<file path="src/fcv_defines.svh">
`ifndef FCV_DEFINES_SVH
`define FCV_DEFINES_SVH

// Register map
`define CAL_VALUE_OFFSET 8'h00

// Field positions inside the calibration value word
`define RATIO_ERROR_MSB 31
`define RATIO_ERROR_LSB 16
`define COARSE_MSB 15
`define COARSE_LSB 10
`define FINE_MSB 9
`define FINE_LSB 0

// Reset values
`define RATIO_ERROR_RESET 16'h0000
`define COARSE_RESET 6'h00
`define FINE_RESET 10'h000
`define READ_IDLE 32'h0000_0000

`endif

</file>
<file path="src/fcv_pkg.sv">
`default_nettype none

package fcv_pkg;

  // Loop operating mode, one-hot
  typedef enum logic [1:0]
  {
    OPEN_LOOP_ST = 2'b01,
    CLOSED_LOOP_ST = 2'b10
  } loop_state_type;

  typedef logic [5:0] coarse_type;
  typedef logic [9:0] fine_type;
  typedef logic signed [15:0] ratio_error_type;

endpackage

`default_nettype wire

</file>
<file path="src/cal_if.sv">
`timescale 1ns/1ps
`default_nettype none

// Carries trim field updates between the bus side and the field store
interface cal_if;
  logic closed;
  logic sw_we;
  fcv_pkg::coarse_type sw_coarse;
  fcv_pkg::fine_type sw_fine;
  logic loop_we;
  fcv_pkg::coarse_type loop_coarse;
  fcv_pkg::fine_type loop_fine;
  fcv_pkg::coarse_type coarse;
  fcv_pkg::fine_type fine;

  modport ctrl
  (
    output closed, sw_we, sw_coarse, sw_fine, loop_we, loop_coarse, loop_fine,
    input coarse, fine
  );
  modport store
  (
    input closed, sw_we, sw_coarse, sw_fine, loop_we, loop_coarse, loop_fine,
    output coarse, fine
  );
endinterface

`default_nettype wire

</file>
<file path="src/cal_field_store.sv">
`timescale 1ns/1ps
`default_nettype none
`include "fcv_defines.svh"

module cal_field_store
(
  input wire logic clk,
  input wire logic rst_b,
  cal_if.store cal
);

  logic take_sw;
  logic take_loop;
  fcv_pkg::coarse_type coarse_reg;
  fcv_pkg::coarse_type coarse_next;
  fcv_pkg::fine_type fine_reg;
  fcv_pkg::fine_type fine_next;

  // Owner selection: software in open loop, loop logic in closed loop
  // closed writes dropped
  assign take_sw = cal.sw_we & ~cal.closed;
  assign take_loop = cal.loop_we & cal.closed;
  assign coarse_next = take_loop ? cal.loop_coarse : (take_sw ? cal.sw_coarse : coarse_reg);
  assign fine_next = take_loop ? cal.loop_fine : (take_sw ? cal.sw_fine : fine_reg);

  // Trim storage
  // fields reset to zero
  always_ff @(posedge clk)
  begin
    if (!rst_b)
    begin
      coarse_reg <= `COARSE_RESET;
      fine_reg <= `FINE_RESET;
    end
    else
    begin
      coarse_reg <= coarse_next;
      fine_reg <= fine_next;
    end
  end

  assign cal.coarse = coarse_reg;
  assign cal.fine = fine_reg;
endmodule

`default_nettype wire

</file>
<file path="src/fll_calibration_value.sv">
`timescale 1ns/1ps
`default_nettype none
`include "fcv_defines.svh"

module fll_calibration_value
#(
  parameter int ADDR_W = 8
)
(
  input wire logic CLK,
  input wire logic RST_B,
  input wire logic [ADDR_W-1:0] ADDR,
  input wire logic [31:0] WDATA,
  input wire logic WR,
  input wire logic RD,
  output logic [31:0] RDATA,
  input wire logic LOOP_SELECT,
  input wire logic MEAS_DONE,
  input wire logic [15:0] MEAS_ERROR,
  input wire logic LOOP_TRIM_WE,
  input wire logic [5:0] LOOP_COARSE,
  input wire logic [9:0] LOOP_FINE,
  output logic [5:0] OSC_COARSE,
  output logic [9:0] OSC_FINE,
  output logic [15:0] RATIO_ERROR,
  output logic CLOSED_LOOP
);

  ////////////////////////////////////////////////////////////////////////////
  // Mode tracking

  fcv_pkg::loop_state_type state_reg;
  fcv_pkg::loop_state_type state_next;
  logic closed;

  // Mode follows the loop selection bit from the control register
  always_comb
  begin
    case (LOOP_SELECT)
      1'b0: state_next = fcv_pkg::OPEN_LOOP_ST;
      1'b1: state_next = fcv_pkg::CLOSED_LOOP_ST;
      default: state_next = fcv_pkg::OPEN_LOOP_ST;
    endcase
  end

  // Registered so that owner switch and field writes align on one edge
  always_ff @(posedge CLK)
  begin
    if (!RST_B)
      state_reg <= fcv_pkg::OPEN_LOOP_ST;
    else
      state_reg <= state_next;
  end

  assign closed = (state_reg == fcv_pkg::CLOSED_LOOP_ST);

  ////////////////////////////////////////////////////////////////////////////
  // Bus decode

  logic hit;
  logic wr_hit;
  logic rd_hit;

  // Single word register, anything else reads zero
  assign hit = (ADDR == ADDR_W'(`CAL_VALUE_OFFSET));
  assign wr_hit = WR & hit;
  assign rd_hit = RD & hit;

  ////////////////////////////////////////////////////////////////////////////
  // Trim field store

  cal_if cal_bus();

  // Field slices of the write word
  assign cal_bus.closed = closed;
  assign cal_bus.sw_we = wr_hit;
  assign cal_bus.sw_coarse = WDATA[`COARSE_MSB:`COARSE_LSB];
  assign cal_bus.sw_fine = WDATA[`FINE_MSB:`FINE_LSB];
  assign cal_bus.loop_we = LOOP_TRIM_WE;
  assign cal_bus.loop_coarse = LOOP_COARSE;
  assign cal_bus.loop_fine = LOOP_FINE;

  cal_field_store u_store
  (
    .clk(CLK),
    .rst_b(RST_B),
    .cal(cal_bus.store)
  );

  ////////////////////////////////////////////////////////////////////////////
  // Ratio error capture

  logic [15:0] ratio_error_reg;
  logic [15:0] ratio_error_next;
  logic take_meas;

  assign take_meas = MEAS_DONE & closed;
  assign ratio_error_next = take_meas ? MEAS_ERROR : ratio_error_reg;

  // Read-only for software; stale value kept across open loop
  always_ff @(posedge CLK)
  begin
    if (!RST_B)
      ratio_error_reg <= `RATIO_ERROR_RESET;
    else
      ratio_error_reg <= ratio_error_next;
  end

  ////////////////////////////////////////////////////////////////////////////
  // Read data

  logic [31:0] cal_word;
  logic [31:0] rdata_reg;
  logic [31:0] rdata_next;

  // Word assembly from live fields
  assign cal_word = {ratio_error_reg, cal_bus.coarse, cal_bus.fine};
  assign rdata_next = rd_hit ? cal_word : `READ_IDLE;

  // Data valid only in the cycle after the strobe
  always_ff @(posedge CLK)
  begin
    if (!RST_B)
      rdata_reg <= `READ_IDLE;
    else
      rdata_reg <= rdata_next;
  end

  // Outputs
  assign RDATA = rdata_reg;
  assign OSC_COARSE = cal_bus.coarse;
  assign OSC_FINE = cal_bus.fine;
  assign RATIO_ERROR = ratio_error_reg;
  assign CLOSED_LOOP = closed;
endmodule

`default_nettype wire

</file>
<file path="config.mk">
export PLATFORM = sky130hd
export DESIGN_NAME = fll_calibration_value
export DESIGN_NICKNAME = d
export VERILOG_FILES = /design/src/fcv_pkg.sv /design/src/cal_if.sv /design/src/cal_field_store.sv /design/src/fll_calibration_value.sv
export VERILOG_INCLUDE_DIRS = /design/src
export SDC_FILE = /design/constraint.sdc
export NUM_CORES = 1
export LEC_CHECK = 0
export ABC_AREA = 1
export BUFFER_PORTS_ARGS = -buffer_cell sky130_fd_sc_hd__buf_2
export CORE_MARGIN = 2
export CORE_UTILIZATION = 46
export DETAILED_ROUTE_END_ITERATION = 10
export PLACE_DENSITY = 0.81
export SKIP_LAST_GASP = 1
export SLEW_MARGIN = 20
export SYNTH_ARGS = -nofsm -noshare
export SYNTH_HDL_FRONTEND = slang
export SYNTH_SLANG_ARGS = --single-unit
</file>
<file path="constraint.sdc">
create_clock -name CLK -period 2.6 [get_ports CLK]
set_input_delay 0.26 -clock CLK [delete_from_list [all_inputs] [get_ports CLK]]
set_output_delay 0.26 -clock CLK [all_outputs]
set_load 0.05 [all_outputs]
</file>
==> results of run 1 <==
==> per-stage QoR <==
step	area [um2]	total power [mW]
5_1_grt	3210	2.11
4_1_cts	3210	2.05
3_5_place_dp	3020	1.22
2_1_floorplan	2420	1.15
6_report	3210	2.03
3_3_place_gp	3020	1.21
==> critical path: stages, from the launching register on <==
cell	delay, ps
dfxtp_1	300
inv_1	50
nand2_2	80
inv_4	80
nand2_1	500
o21ai_0	480
a21oi_1	60
==> where the power goes <==
group          switching, mW  total, mW  internal [mW]
logic                  0.102      0.163         0.0611
registers            0.00582       1.03           1.02
clock network          0.349      0.834          0.485
==> layout make-up <==
type                    count  area, um2  area share
flip-flops and latches     66       1320       0.411
multi-input cells         191        828       0.258
repair buffers            128        643       0.200
clock buffers              12        155      0.0483
inverters                  37        141      0.0440
well taps                  70       87.6      0.0272
clock inverters             2       37.5      0.0117
==> kinds of logic (layout without fill, tap and decap cells) <==
group	count (synthesis)	after routing	synth area share
AO/OA/AOI/OAI	48	48	0.0993
flip-flops	66	66	0.546
AND/OR/NAND/NOR	143	143	0.243
buffers and inverters	55	179	0.112
==> layout by cell type, fill, tap and decap left out <==
cell type,n
o21ai_0,16
nand3_2,1
nor2_1,52
a21oi_1,32
inv_1,36
clkbuf_1,1
nand2_1,68
nand2_2,3
nor2_2,1
nor2_4,2
buf_2,127
buf_4,1
clkbuf_8,11
clkinvlp_4,1
nand3_1,16
inv_4,1
dfxtp_1,66
bufinv_16,1
==> path summary, 6_finish.rpt <==
path | slack, ps | from | depth (start not counted) | to
max reg2reg | 900 | state_reg[0] | 6 | RATIO_ERROR[10]
max | 900 | state_reg[0] | 6 | RATIO_ERROR[10]
min | 110 | LOOP_SELECT | 2 | state_reg[0]
min reg2reg | 450 | u_store.cal.fine[2] | 2 | RDATA[2]
==> layer usage <==
| layer | share of wire | wire, um | global-route usage | up-vias |
|---|---|---|---|---|
| li1 | - | - | - | 1189 |
| met1 | 0.43 | 2420 | 0.211 | 999 |
| met2 | 0.50 | 2810 | 0.353 | 83 |
| met3 | 0.059 | 336 | 0.0498 | 9 |
| met4 | 0.017 | 94 | 0.0982 | 0 |
| met5 | 0 | 0 | 0 | - |
==> out/metrics.yaml, run 1 <==
floorplanning:
  die_w_um: 76.5
  row_count: 26
  start_util: 0.474
  die_y_um: 76.5
  io_pins: 144
  dieArea_um2: 5860
  core_um2: 5110
yosys:
  yosysSeqAreaShare: 0.546
  netlist.area_leader.share: 0.546
  synth_ff_type: "dfxtp_1"
  ys_ff_latch: 66
  ys_types: 16
  netlist_top_cells_area: "dfxtp_1, nand2_1, nor2_1"
  yosysMostFrequentCell: "nand2_1"
  synth_largest_area_cell: "dfxtp_1"
  synth_area_um2: 2420
  synth_area_per_cell_um2: 7.76
  synth_common_cells: "nand2_1, dfxtp_1, nor2_1"
  synthArstFlopShare: 0
  yosys_warnings: 0
  synth_edf_count: 0
  synth_nets: 391
  synthCells: 312
finish:
  n_antenna_cell: 0
  fillers: 483
  largest_reg_flops: 32
  layout.nets: 512
  utilization: 0.629
  instances_no_fill: 506
  layout-drive-gt1-share: 0.342
  syn_to_final_growth_pct: 32.8
clock_tree:
  numClockSinks: 66
  h-tree-depth: 3
  cts_tree: "yes"
  cts_buffers: 9
  clkTransAtPathRegs_ps: 70
  cts_setup_buffers: 0
  post_cts_resized: 0
  cts_buffer_depth: 2
  root_buffer: "clkbuf_8"
  clkLatencyLatePin_ps: 320
  hold_buffers: 0
placement:
  gp_congestion: 0.764
  pre_cts_ws_ps: 905
  port_buffers: 127
  dp.cells: 492
  dp_hpwl_um: 3930
run_status:
  outcome: "finished clean"
timing:
  rsz0062_at_grt: "no"
  final_hold_viol_count: 0
  layout_setup_ws_ps: 896
  finalSetupViolations: 0
  worst_pin_slew_ps: 884
  relSlewSlack: 0.409
  finalMaxSlewViolations: 0
  holdWs_ps: 110
  timing.fmax_mhz: 587
  fin_worst_skew_ps: 8.39
  finalCriticalPeriod_ps: 1700
  min_period_over_period: 0.655
  tns_ps: 0
critical_path:
  critical_path.startpoint_type: "flip-flop"
  path_max_fanout: 32
  cp.arrival_ps: 1880
  required_ps: 2780
  critPathKind: "reg -> reg"
  endpoint_kind: "flip-flop"
global_routing:
  grt_pass1_wl_um: 9150
  grt_use_total: 0.196
  grt.overflow.total: 0
  antenna_found_initial: 0
  grt_pass1_vias: 2112
  grt_max_degree: 49
routing:
  wl_per_cell_um: 11.2
  dr.pass1.iters: 6
  drtIter0Drc: 80
  vias: 2280
  final_antenna_net_count: 0
  finalWirelength_um: 5660
  drcViolationCount: 0
  via_per_inst: 4.51
power_and_ir_drop:
  power.density_nw_per_um2: 631
  leakagePower_nw: 1.70
  max-vdd-ir-drop_v: 0.000389
flow_run:
  max_cap_viol_count: 0
min_path:
  hold_class: "in -> reg"
Power figures use the tool's default switching activity.
==> inputs of run 2 (changes only) <==
--- a/config.mk
+++ b/config.mk
@@ -9,9 +9,9 @@
 export ABC_AREA = 1
 export BUFFER_PORTS_ARGS = -buffer_cell sky130_fd_sc_hd__buf_2
 export CORE_MARGIN = 2
-export CORE_UTILIZATION = 46
+export CORE_UTILIZATION = 39
 export DETAILED_ROUTE_END_ITERATION = 10
-export PLACE_DENSITY = 0.81
+export PLACE_DENSITY = 0.73
 export SKIP_LAST_GASP = 1
 export SLEW_MARGIN = 20
 export SYNTH_ARGS = -nofsm -noshare
==> constraint.sdc (replaced) <==
create_clock -name CLK -period 1.4 [get_ports CLK]
set_input_delay 0.14 -clock CLK [delete_from_list [all_inputs] [get_ports CLK]]
set_output_delay 0.14 -clock CLK [all_outputs]
set_load 0.05 [all_outputs]
==> run 2 against run 1 <==
Effect of this change: power rose by 78%; die area rose by 17%; critical endpoint is now CLOSED_LOOP; worst setup slack got worse by 730 ps; hold slack got worse by 16 ps; critical path depth fell by 2; combinational power rose by 90%; design area rose by 2.4%.
==> out/metrics.yaml, run 2 (synthesis gave the netlist of run 1 again) <==
run_status:
  outcome: "finished clean"
floorplanning:
  die_y_um: 82.8  # +8.2%
  core_um2: 5960  # +17%
  start_util: 0.406  # -0.0675
  row_count: 28  # +7.7%
  io_pins: 144  # unchanged
  die_w_um: 82.8  # +8.2%
  dieArea_um2: 6850  # +17%
routing:
  wl_per_cell_um: 10.9  # -2.7%
  final_antenna_net_count: 0  # unchanged
  via_per_inst: 4.41  # -2.2%
  drcViolationCount: 0  # unchanged
  drtIter0Drc: 75  # -6.3%
  finalWirelength_um: 5660  # about the same
  vias: 2292  # +0.53%
  dr.pass1.iters: 4  # -2
finish:
  mostFrequentLayoutCell: "buf_2"
  layout.nets: 519  # +1.4%
  syn_to_final_growth_pct: 36.0
  largest_reg_flops: 32  # unchanged
  n_antenna_cell: 0  # unchanged
  layout-drive-gt1-share: 0.353  # +0.0111
  instances_no_fill: 520  # +2.8%
  final_cell_mix: "buf_2, nand2_1, dfxtp_1"
timing:
  rsz0062_at_grt: "no"
  finalMaxSlewViolations: 0  # unchanged
  tns_ps: 0  # unchanged
  final_hold_viol_count: 0  # unchanged
  relSlewSlack: 0.761  # +0.351
  timing.fmax_mhz: 810
  min_period_over_period: 0.882
  fin_worst_skew_ps: 11.0  # +2.63 ps
  finalCriticalPeriod_ps: 1230
  worst_pin_slew_ps: 358  # -526 ps
  finalSetupViolations: 0  # unchanged
clock_tree:
  numClockSinks: 66  # unchanged
  cts_setup_buffers: 0  # unchanged
  cts_buffer_depth: 2  # unchanged
  cts_buffers: 9  # unchanged
  clkLatencyLatePin_ps: 320  # about the same
  root_buffer: "clkbuf_8"
  clkTransAtPathRegs_ps: 80  # about the same
  cts_tree: "yes"
  h-tree-depth: 3  # unchanged
global_routing:
  grt.overflow.total: 0  # unchanged
  grt_pass1_wl_um: 8450  # -7.7%
  grt_pass1_vias: 1978  # -6.3%
  grt_use_total: 0.165  # -0.0309
  grt_max_degree: 49  # unchanged
  antenna_found_initial: 0  # unchanged
power_and_ir_drop:
  seqPwrFrac: 0.531  # +0.023
  p_sw_frac: 0.249  # +0.0241
  power.density_nw_per_um2: 1090  # +74%
  power_switching_mw: 0.898  # +97%
  max-vdd-ir-drop_v: 0.000507  # +30%
  leakagePower_nw: 1.74  # +2.3%
  p_int_mw: 2.70  # +72%
  pwr-share-comb: 0.086  # +0.006
  clockPowerShare: 0.383  # -0.029
placement:
  dp.cells: 503  # +2.2%
  dp_hpwl_um: 4020  # +2.4%
  gp_congestion: 0.723  # -5.4%
  port_buffers: 127  # unchanged
critical_path:
  critical_path.startpoint: "state_reg[0]"
  path_delay_family: "buffers and inverters"
  timing.rr.start: "state_reg[0]"
  critPathKind: "reg -> out"
  crit_slowest_cell: "dfxtp_1"
  path_cells: "inv_1 -> nand2_2 -> inv_4 -> buf_2"
  endpoint_kind: "output port"
  critical_path.startpoint_type: "flip-flop"
  cp.arrival_ps: 1090  # -790 ps
  path_max_fanout: 4  # -88%
  max_stage_delay_ps: 300  # -200 ps
  required_ps: 1260  # -1520 ps
  worst-path-buf-inv: 3  # +1
min_path:
  min-delay-start: "MEAS_ERROR[8]"
  hold_class: "in -> reg"
flow_run:
  max_cap_viol_count: 0  # unchanged
==> run 2: power by group through the flow <==
stage               clock (mW)  combinational [mW]  sequential, mW
floorplan                    0               0.107            2.03
finish                    1.38               0.309            1.91
CTS                       1.42               0.313            1.91
detailed placement           0               0.310            1.95
global placement             0               0.308            1.95
global route              1.51               0.345            1.91
==> run 2: final timing paths <==
path | endpoint | slack, ps | cells past startpoint
max | CLOSED_LOOP | 170 | 4
min | RATIO_ERROR[8] | 90 | 3
max reg2reg | u_store.cal.coarse[1] | 220 | 9
min reg2reg | RDATA[21] | 450 | 2
==> run 2: layer usage <==
| metal | part of all wire | track usage | vias to the layer above |
|---|---|---|---|
| met2 | 0.50 | 0.294 | 86 |
| met4 | 0.0055 | 0.0803 | 0 |
| li1 | - | - | 1208 |
| met3 | 0.080 | 0.0541 | 4 |
| met5 | 0 | 0 | - |
| met1 | 0.41 | 0.173 | 994 |
==> run 2: timing repair <==
item	4_1_cts	5_1_grt
hold buffers	1	0
endpoints found under the setup margin	0	0
resized for setup	0	0
endpoints found under the hold margin	2	0
==> run 2: cell type report <==
class / instances / area (um2)
clock buffer: 11 / 141
clock inverter: 5 / 30.0
fill: 600 / 2660
inverter: 37 / 141
multi-input combinational: 191 / 828
sequential: 66 / 1320
tap: 75 / 93.8
timing repair buffer: 135 / 736
==> run 2: metrics by stage <==
step           area (um2)   util  total power [mW]  setup slack, ps  hold WS, ps
2_1_floorplan        2420      -              2.14              202          222
3_3_place_gp         3110  0.522              2.26              252          329
3_5_place_dp         3110  0.522              2.26              233          335
4_1_cts              3290  0.553              3.64              138         81.1
5_1_grt              3290  0.553              3.77             86.4         90.1
6_report             3290  0.553              3.60              166         94.5
==> run 2: tightest hold or removal path, stage by stage <==
cell     delay [ps]
buf_2            70
o21ai_0          70
a21oi_1         100
